File: src/psa_pkg.sv
// Package: register map, field layout and timing constants of the segment amplitude bank
package psa_pkg;
  localparam int NUM_CH = 4;
  localparam int SEG_COUNT = 8;
  localparam int ADDR_W = 12;
  localparam int DATA_W = 32;
  localparam int REG_W = 8;
  localparam int IDX_W = 7;
  // Register indices; byte address is four times the index
  localparam logic [6:0] IDX_CH0_SEG4 = 7'h0B;
  localparam logic [6:0] IDX_CH1_SEG4 = 7'h1B;
  localparam logic [6:0] IDX_CH2_SEG4 = 7'h2B;
  localparam logic [6:0] IDX_CH3_SEG4 = 7'h3B;
  localparam logic [6:0] IDX_CH0_SEG5 = 7'h0C;
  localparam logic [6:0] IDX_CH1_SEG5 = 7'h1C;
  localparam logic [6:0] IDX_CH2_SEG5 = 7'h2C;
  localparam logic [6:0] IDX_CH3_SEG5 = 7'h3C;
  localparam logic [6:0] IDX_STATUS = 7'h40;
  localparam logic [6:0] SEG4_IDX [NUM_CH] = '{IDX_CH0_SEG4, IDX_CH1_SEG4, IDX_CH2_SEG4,
                                               IDX_CH3_SEG4};
  localparam logic [6:0] SEG5_IDX [NUM_CH] = '{IDX_CH0_SEG5, IDX_CH1_SEG5, IDX_CH2_SEG5,
                                               IDX_CH3_SEG5};
  // Amplitude field layout
  localparam int SIGN_POS = 6;
  localparam int MAG_W = 6;
  localparam int RSVD_POS = 7;
  localparam logic [7:0] AMP_RST = 8'h00;
  // Segment positions of the two registers held here (zero based)
  localparam int SEG4_POS = 3;
  localparam int SEG5_POS = 4;
  // Timing: one master clock period split in eight segments
  localparam int CLK_PERIOD_NS = 10;
  localparam int MCLK_PERIOD_NS = 640;
  localparam int SEG_CYCLES_RAW = MCLK_PERIOD_NS / (SEG_COUNT * CLK_PERIOD_NS);
  localparam int SEG_CYCLES = (SEG_CYCLES_RAW < 1) ? 1 : SEG_CYCLES_RAW;

  typedef enum logic {PSA_IDLE, PSA_RUN} psa_state_t;

  function automatic logic [ADDR_W-1:0] psa_byte_addr(input logic [IDX_W-1:0] idx);
    psa_byte_addr = {3'h0, idx, 2'h0};
  endfunction
endpackage

File: src/psa_regs.sv
// APB register bank for segment four and five amplitudes of four channels
`timescale 1ns/1ps

module psa_regs
  import psa_pkg::*;
(
  input wire logic clock,
  input wire logic rst,
  input wire logic psel,
  input wire logic penable,
  input wire logic pwrite,
  input wire logic [ADDR_W-1:0] paddr,
  input wire logic [DATA_W-1:0] pwdata,
  input wire logic [3:0] pstrb,
  output logic [DATA_W-1:0] prdata,
  output logic pready,
  output logic pslverr,
  input wire logic [NUM_CH-1:0] arb_mode,
  input wire logic [NUM_CH-1:0] pulse_start,
  input wire logic [7:0] other_seg_amp [NUM_CH][SEG_COUNT],
  output logic [NUM_CH-1:0] seg_active,
  output logic [2:0] seg_index [NUM_CH],
  output logic [NUM_CH-1:0] seg_sign,
  output logic [MAG_W-1:0] seg_mag [NUM_CH]
);
  logic [7:0] seg4_amp_ff [NUM_CH];
  logic [7:0] seg5_amp_ff [NUM_CH];
  logic ack_ff;
  logic err_ff;
  logic [DATA_W-1:0] rdata_ff;

  // Two-cycle access: first access cycle decodes, second answers from flops
  wire logic access = psel && penable;
  wire logic first_access = access && !ack_ff;
  wire logic wr_fire = access && ack_ff && pwrite && !err_ff && pstrb[0];
  wire logic aligned = (paddr[1:0] == 2'h0) && (paddr[ADDR_W-1:9] == 3'h0);
  wire logic [IDX_W-1:0] reg_idx = paddr[8:2];

  logic [NUM_CH-1:0] hit4;
  logic [NUM_CH-1:0] hit5;
  genvar ch;
  generate
    for (ch = 0; ch < NUM_CH; ch++) begin : g_dec
      assign hit4[ch] = aligned && (paddr == psa_byte_addr(SEG4_IDX[ch]));
      assign hit5[ch] = aligned && (paddr == psa_byte_addr(SEG5_IDX[ch]));
    end
  endgenerate

  wire logic hit_status = aligned && (reg_idx == IDX_STATUS);
  wire logic mapped = (|hit4) || (|hit5) || hit_status;

  logic [7:0] rd_byte;
  always_comb begin
    rd_byte = 8'h00;
    for (int i = 0; i < NUM_CH; i++) begin
      if (hit4[i]) begin
        rd_byte = seg4_amp_ff[i];
      end else if (hit5[i]) begin
        rd_byte = seg5_amp_ff[i];
      end
    end
    if (hit_status) begin
      rd_byte = {4'h0, seg_active};
    end
  end

  always_ff @(posedge clock) begin
    if (rst) begin
      ack_ff <= 1'b0;
      err_ff <= 1'b0;
      rdata_ff <= '0;
    end else begin
      ack_ff <= first_access;
      if (first_access) begin
        err_ff <= !mapped;
        rdata_ff <= {24'h000000, rd_byte};
      end
    end
  end

  // Whole byte including the reserved bit is stored and read back
  generate
    for (ch = 0; ch < NUM_CH; ch++) begin : g_regs
      always_ff @(posedge clock) begin
        if (rst) begin
          seg4_amp_ff[ch] <= AMP_RST;
          seg5_amp_ff[ch] <= AMP_RST;
        end else begin
          if (wr_fire && hit4[ch]) begin
            seg4_amp_ff[ch] <= pwdata[7:0];
          end
          if (wr_fire && hit5[ch]) begin
            seg5_amp_ff[ch] <= pwdata[7:0];
          end
        end
      end

      logic [7:0] amps [SEG_COUNT];
      always_comb begin
        for (int s = 0; s < SEG_COUNT; s++) begin
          amps[s] = other_seg_amp[ch][s];
        end
        amps[SEG4_POS] = seg4_amp_ff[ch];
        amps[SEG5_POS] = seg5_amp_ff[ch];
      end

      // Separate sequencer per channel keeps channels independent
      psa_seg_gen u_gen (
        .clock(clock),
        .rst(rst),
        .arb_mode(arb_mode[ch]),
        .pulse_start(pulse_start[ch]),
        .seg_amp(amps),
        .active(seg_active[ch]),
        .seg_index(seg_index[ch]),
        .seg_sign(seg_sign[ch]),
        .seg_mag(seg_mag[ch])
      );
    end
  endgenerate

  assign pready = access && ack_ff;
  assign pslverr = pready && err_ff;
  assign prdata = rdata_ff;

  AST_RESET_ZERO: assert property (@(posedge clock)
    rst |=> (seg4_amp_ff[2] == AMP_RST) && (seg5_amp_ff[1] == AMP_RST))
    else $error("amplitude register not zero after reset");

  AST_WR_SEG4: assert property (@(posedge clock) disable iff (rst)
    (pready && pwrite && pstrb[0] && paddr == psa_byte_addr(IDX_CH2_SEG4))
      |=> seg4_amp_ff[2] == $past(pwdata[7:0]))
    else $error("segment four write to channel two lost");

  AST_WR_SEG5: assert property (@(posedge clock) disable iff (rst)
    (pready && pwrite && pstrb[0] && paddr == psa_byte_addr(IDX_CH3_SEG5))
      |=> seg5_amp_ff[3] == $past(pwdata[7:0]))
    else $error("segment five write to channel three lost");

  AST_CH_INDEP: assert property (@(posedge clock) disable iff (rst)
    (pready && pwrite && paddr == psa_byte_addr(IDX_CH0_SEG4))
      |=> $stable(seg4_amp_ff[1]) && $stable(seg5_amp_ff[0]))
    else $error("write to channel zero disturbed another register");

  AST_READ_BACK: assert property (@(posedge clock) disable iff (rst)
    (first_access && !pwrite && paddr == psa_byte_addr(IDX_CH1_SEG5))
      |=> pready && !pslverr && prdata == {24'h000000, $past(seg5_amp_ff[1])})
    else $error("read of channel one segment five wrong");

  AST_UNMAPPED: assert property (@(posedge clock) disable iff (rst)
    (first_access && !mapped) |=> pready && pslverr ##1 !pready)
    else $error("unmapped access not answered with error");
endmodule

File: src/psa_seg_gen.sv
// One channel's arbitrary pulse sequencer: eight segments in one master clock period
`timescale 1ns/1ps
module psa_seg_gen
  import psa_pkg::*;
(
  input wire logic clock,
  input wire logic rst,
  input wire logic arb_mode,
  input wire logic pulse_start,
  input wire logic [7:0] seg_amp [SEG_COUNT],
  output logic active,
  output logic [2:0] seg_index,
  output logic seg_sign,
  output logic [MAG_W-1:0] seg_mag
);
  localparam int PULSE_LEN = SEG_COUNT * SEG_CYCLES;
  localparam logic [7:0] SEG_LAST = 8'(SEG_CYCLES - 1);

  psa_state_t state_ff;
  psa_state_t nxt_state;
  logic [7:0] cyc_ff;
  logic [7:0] nxt_cyc;
  logic [2:0] seg_ff;
  logic [2:0] nxt_seg;
  logic sign_ff;
  logic [MAG_W-1:0] mag_ff;
  wire logic [7:0] cur_amp = seg_amp[seg_ff];
  wire logic seg_end = (cyc_ff == SEG_LAST);
  wire logic run = (state_ff == PSA_RUN);

  always_comb begin
    nxt_state = state_ff;
    nxt_cyc = cyc_ff;
    nxt_seg = seg_ff;
    case (state_ff)
      PSA_IDLE: begin
        nxt_cyc = 8'h00;
        nxt_seg = 3'h0;
        if (pulse_start && arb_mode) begin
          nxt_state = PSA_RUN;
        end
      end
      PSA_RUN: begin
        // Eight equal segments fill exactly one master period
        if (!arb_mode) begin
          nxt_state = PSA_IDLE;
        end else if (seg_end) begin
          nxt_cyc = 8'h00;
          nxt_seg = 3'(seg_ff + 3'h1);
          if (seg_ff == 3'(SEG_COUNT - 1)) begin
            nxt_state = PSA_IDLE;
          end
        end else begin
          nxt_cyc = 8'(cyc_ff + 8'h01);
        end
      end
      default: nxt_state = PSA_IDLE;
    endcase
  end

  always_ff @(posedge clock) begin
    if (rst) begin
      state_ff <= PSA_IDLE;
      cyc_ff <= 8'h00;
      seg_ff <= 3'h0;
    end else begin
      state_ff <= nxt_state;
      cyc_ff <= nxt_cyc;
      seg_ff <= nxt_seg;
    end
  end

  // Sign and magnitude only; the reserved bit never reaches the driver
  always_ff @(posedge clock) begin
    if (rst) begin
      sign_ff <= 1'b0;
      mag_ff <= '0;
    end else begin
      sign_ff <= run && cur_amp[SIGN_POS];
      mag_ff <= run ? cur_amp[MAG_W-1:0] : '0;
    end
  end

  assign active = run;
  assign seg_index = seg_ff;
  assign seg_sign = sign_ff;
  assign seg_mag = mag_ff;

  AST_SIGN_MAG: assert property (@(posedge clock) disable iff (rst)
    run |=> (seg_sign == $past(cur_amp[SIGN_POS])) && (seg_mag == $past(cur_amp[MAG_W-1:0])))
    else $error("segment output does not follow sign and magnitude");

  // Cycles spent running; long pulses are checked on a counter, not a repetition
  localparam logic [7:0] RUN_LAST = 8'(PULSE_LEN - 1);
  logic [7:0] run_cnt_ff;
  always_ff @(posedge clock) begin
    if (rst || !run) begin
      run_cnt_ff <= 8'h00;
    end else begin
      run_cnt_ff <= 8'(run_cnt_ff + 8'h01);
    end
  end

  AST_PULSE_LEN: assert property (@(posedge clock) disable iff (rst)
    (run && arb_mode && run_cnt_ff == RUN_LAST) |=> !run)
    else $error("arbitrary pulse longer than one master period");

  AST_PULSE_FULL: assert property (@(posedge clock) disable iff (rst)
    (run && arb_mode && run_cnt_ff != RUN_LAST) |=> run)
    else $error("arbitrary pulse shorter than one master period");
endmodule

File: config.mk
export PLATFORM = sky130hd
export DESIGN_NAME = psa_regs
export DESIGN_NICKNAME = d
export VERILOG_FILES = /design/src/psa_pkg.sv /design/src/psa_regs.sv /design/src/psa_seg_gen.sv
export SDC_FILE = /design/constraint.sdc
export NUM_CORES = 1
export LEC_CHECK = 0
export ABC_AREA = 1
export ABC_CLOCK_PERIOD_IN_PS = 4000
export BUFFER_PORTS_ARGS = -buffer_cell sky130_fd_sc_hd__buf_2
export CAP_MARGIN = 30
export CORE_AREA = 2 2 155 157
export CTS_BUF_LIST = sky130_fd_sc_hd__clkbuf_8
export CTS_CLUSTER_DIAMETER = 80
export CTS_CLUSTER_SIZE = 10
export DETAILED_ROUTE_END_ITERATION = 8
export DIE_AREA = 0 0 157 159
export PLACE_DENSITY_LB_ADDON = 0.15
export SLEW_MARGIN = 15
export SYNTH_ARGS = -nofsm -noshare
export SYNTH_HDL_FRONTEND = slang
export SYNTH_HIERARCHICAL = 1
export SYNTH_SLANG_ARGS = --single-unit
File: constraint.sdc
create_clock -name clock -period 4 [get_ports clock]
set_input_delay 0.2 -clock clock [delete_from_list [all_inputs] [get_ports clock]]
set_output_delay 0.2 -clock clock [all_outputs]
set_load 0.01 [all_outputs]
==> results.ini <==
[synth]
ys_top_cells_by_area = edfxtp_1 21%, dfxtp_1 19%, nor2_1 15%
yosysMostFrequentCell = nor2_1
syn-cell-area_sq_mm = 0.00922
synthAdderAreaFrac_pct = 1.63
ys_seq_area_share_pct = 39.5
yosysWarnings = 6
async_reset_ff_share_pct = 0
synth-compound-area-share_pct = 13.6
yosys.area.top_type_share_pct = 20.9
synth_xor_area_share_pct = 0.475
post-synth-top-area-cell = edfxtp_1
synthMuxAreaShare_pct = 0
synth.avg_cell_area_sq_um = 7.13
synth_simple_gate_area_share_pct = 34.9
synth.distinct_cells = 43
synth_common_cells = 369 x nor2_1, 179 x nand2_1, 103 x o21ai_0, 86 x dfxtp_1
postSynthCellCount = 1293
synth_top_family_by_area = simple AND/OR/NAND/NOR gates
synth_enable_flop_cells = 64
ys.flop_type = dfxtp_1
ys_ff_latch = 150

[route]
viasPerCell = 4.91
drtPass1Iterations = 4
post_drt_wl_per_cell_um = 14.8
post-route-drc-count = 0
drtIter0Drc = 703
wl_um = 27600
num_vias = 9173
drt.antenna.violating_nets = 0

[clocking]
cts_made_buffers = 17
cts_tree = built
root_buffer = clkbuf_8
cts_resized = 0
clkSinkCount = 150
clk_latency_ps = 460
htree_num_levels = 4
path_clk_slew_ps = 90
postCtsSetupRepairBufs = 0
clock_path_buffers = 2
cts_hold_buf = 0

[global_routing]
grt_pass1_wl_um = 43200
grt_antenna_before_repair = 3
grt_max_degree = 34
grt.overflow.total = 0
grt_pass1_vias = 8382
grt_usage_pct = 21.8

[sta]
tns_ps = 0
finalClockSkew_ps = 14.8
rsz0062_at_grt = false
worst_pin_slew_ps = 884
setup_viol_count_final = 0
hold_viol_final = 0
slew_violations = 0
slew_headroom_pct = 41.0
fin_crit_ps = 2020
fmax_ghz = 0.495
finalCritPeriodShare_pct = 50.6

[critical_path]
path_cells = inv_1, nor3_2, nand4_2, o21ai_0, clkbuf_2
critPathMaxStageDelay_ps = 580
path_delay_family = compound AO/OA/AOI/OAI gates
crit_path_end_kind = flip-flop
required_ps = 4160
crit_slowest_cell = o21ai_0
critPathKind = flip-flop to flip-flop
arrival_ps = 2180
crit_buf_inv = 2
start_kind = flip-flop
crit_fanout = 8

[power_and_ir_drop]
power_density_mw_per_mm2 = 298
ir_drop_uv = 176
comb_power_share_pct = 13.2
p_seq_share_pct = 51.1
p_leak_nw = 5.00
netSwitchingFraction_pct = 28.1
p_clk_share_pct = 35.7
p_sw_mw = 0.915
p_int_mw = 2.35

[placed_design]
port_buffers = 255
placed_cells = 1831
place_hpwl_um = 21000
gp_congestion = 0.897

[floorplan]
core-area_sq_mm = 0.0232
die_y_um = 159
num_rows = 56
io_pins = 395
die_w_um = 157
initial_core_util_pct = 39.7
dieArea_sq_mm = 0.0250

[outcome]
status = completed

[finish]
drive_above_1_share_pct = 24.8
fin_cells = 1867
fin_nets = 1863
area_growth_pct = 18.9

[min_path]
hold_path_class = primary input to flip-flop

[job]
maxCapViolations = 0

[placed cells by master (no fill, tap or decap), types with 5 or more instances in the layout]
cell      instances
a21oi_1          32
buf_2           259
buf_4             5
clkbuf_8         17
conb_1           24
dfxtp_1          86
edfxtp_1         64
ha_1             12
inv_1            86
inv_2            19
nand2_1         179
nand2_2          15
nand3_1          85
nand4_1          22
nor2_1          369
nor2_2           10
nor2_4            5
nor3_1            9
nor3_2            6
nor4_1            5
o211ai_1         14
o21ai_0         103
o21ai_1          39
o21ai_2           7
o22ai_1          14
[final timing paths]
check	start	slack, ps	end	cells after the start
worst min register to register	prdata[5]	470	prdata[5]	2
worst max-delay path	ack_ff	1980	seg5_amp_ff[2][5]	5
worst max register to register	ack_ff	1980	seg5_amp_ff[2][5]	5
worst min-delay path	pulse_start[3]	40	g_regs[3].u_gen/active	3
[kinds of logic after synthesis]
| logic type | Yosys count |
|---|---|
| and+or+nand+nor | 725 |
| AOI/OAI and AO/OA | 223 |
| buffers and inverters | 177 |
| DFF | 150 |
| adders and majority gates | 12 |
| xor gates and xnor gates | 5 |
| other | 1 |
[stage by stage]
stage          hold slack, ps  setup WS [ps]  total power [mW]  cell area [sq um]  utilization [%]
3_5_place_dp              458           1320              2.13              10600             45.5
2_1_floorplan             269           2070              1.96               9300                -
6_report                 41.6           1980              3.26              11000             47.2
3_3_place_gp              455           1440              2.12              10500             45.4
5_1_grt                  20.6           1780              3.41              11000             47.2
4_1_cts                  20.0           1780              3.29              10900             47.2
[state kept, by name, summed over array words and instances, names as in the netlist]
register and cells:
ack_ff 1, prdata 8, g_regs.u_gen/cyc_ff 32, g_regs.u_gen/seg_sign 4
g_regs.u_gen/seg_index 12, g_regs.u_gen/active 4, g_regs.u_gen/seg_mag 24, seg4_amp_ff 32
seg5_amp_ff 32, err_ff 1
[power groups by stage]
stage	Clock (mW)	Combinational [mW]	Sequential [mW]
6_report	1.16	0.431	1.67
5_1_grt	1.26	0.486	1.67
4_1_cts	1.19	0.432	1.67
3_5_place_dp	0	0.430	1.70
3_3_place_gp	0	0.421	1.70
2_1_floorplan	0	0.274	1.69
[worst register-to-register path: cells and delay by family (launching register included)]
kind / cells / cell delay (ps)
AO/OA/AOI/OAI: 1 / 590
AND/OR/NAND/NOR: 2 / 480
flip-flops: 1 / 340
buffers and inverters: 2 / 330
[per-layer routing]
metal  GRT usage [%]  up-vias  wire length, um
met4            4.80        4              321
li1                -     4721                -
met1            31.2     4135            13100
met3            4.27       20             1840
met5               0        -               27
met2            34.0      293            12400
[area by class of cell]
class / count / area (sq um)
fill: 2416 / 12200
clock inverter: 15 / 154
antenna: 1 / 2.50
sequential: 150 / 3640
timing repair buffer: 267 / 1360
inverter: 109 / 412
clock buffer: 17 / 234
tap: 319 / 399
multi-input combinational: 989 / 4750
Power figures use the tool's default switching activity.
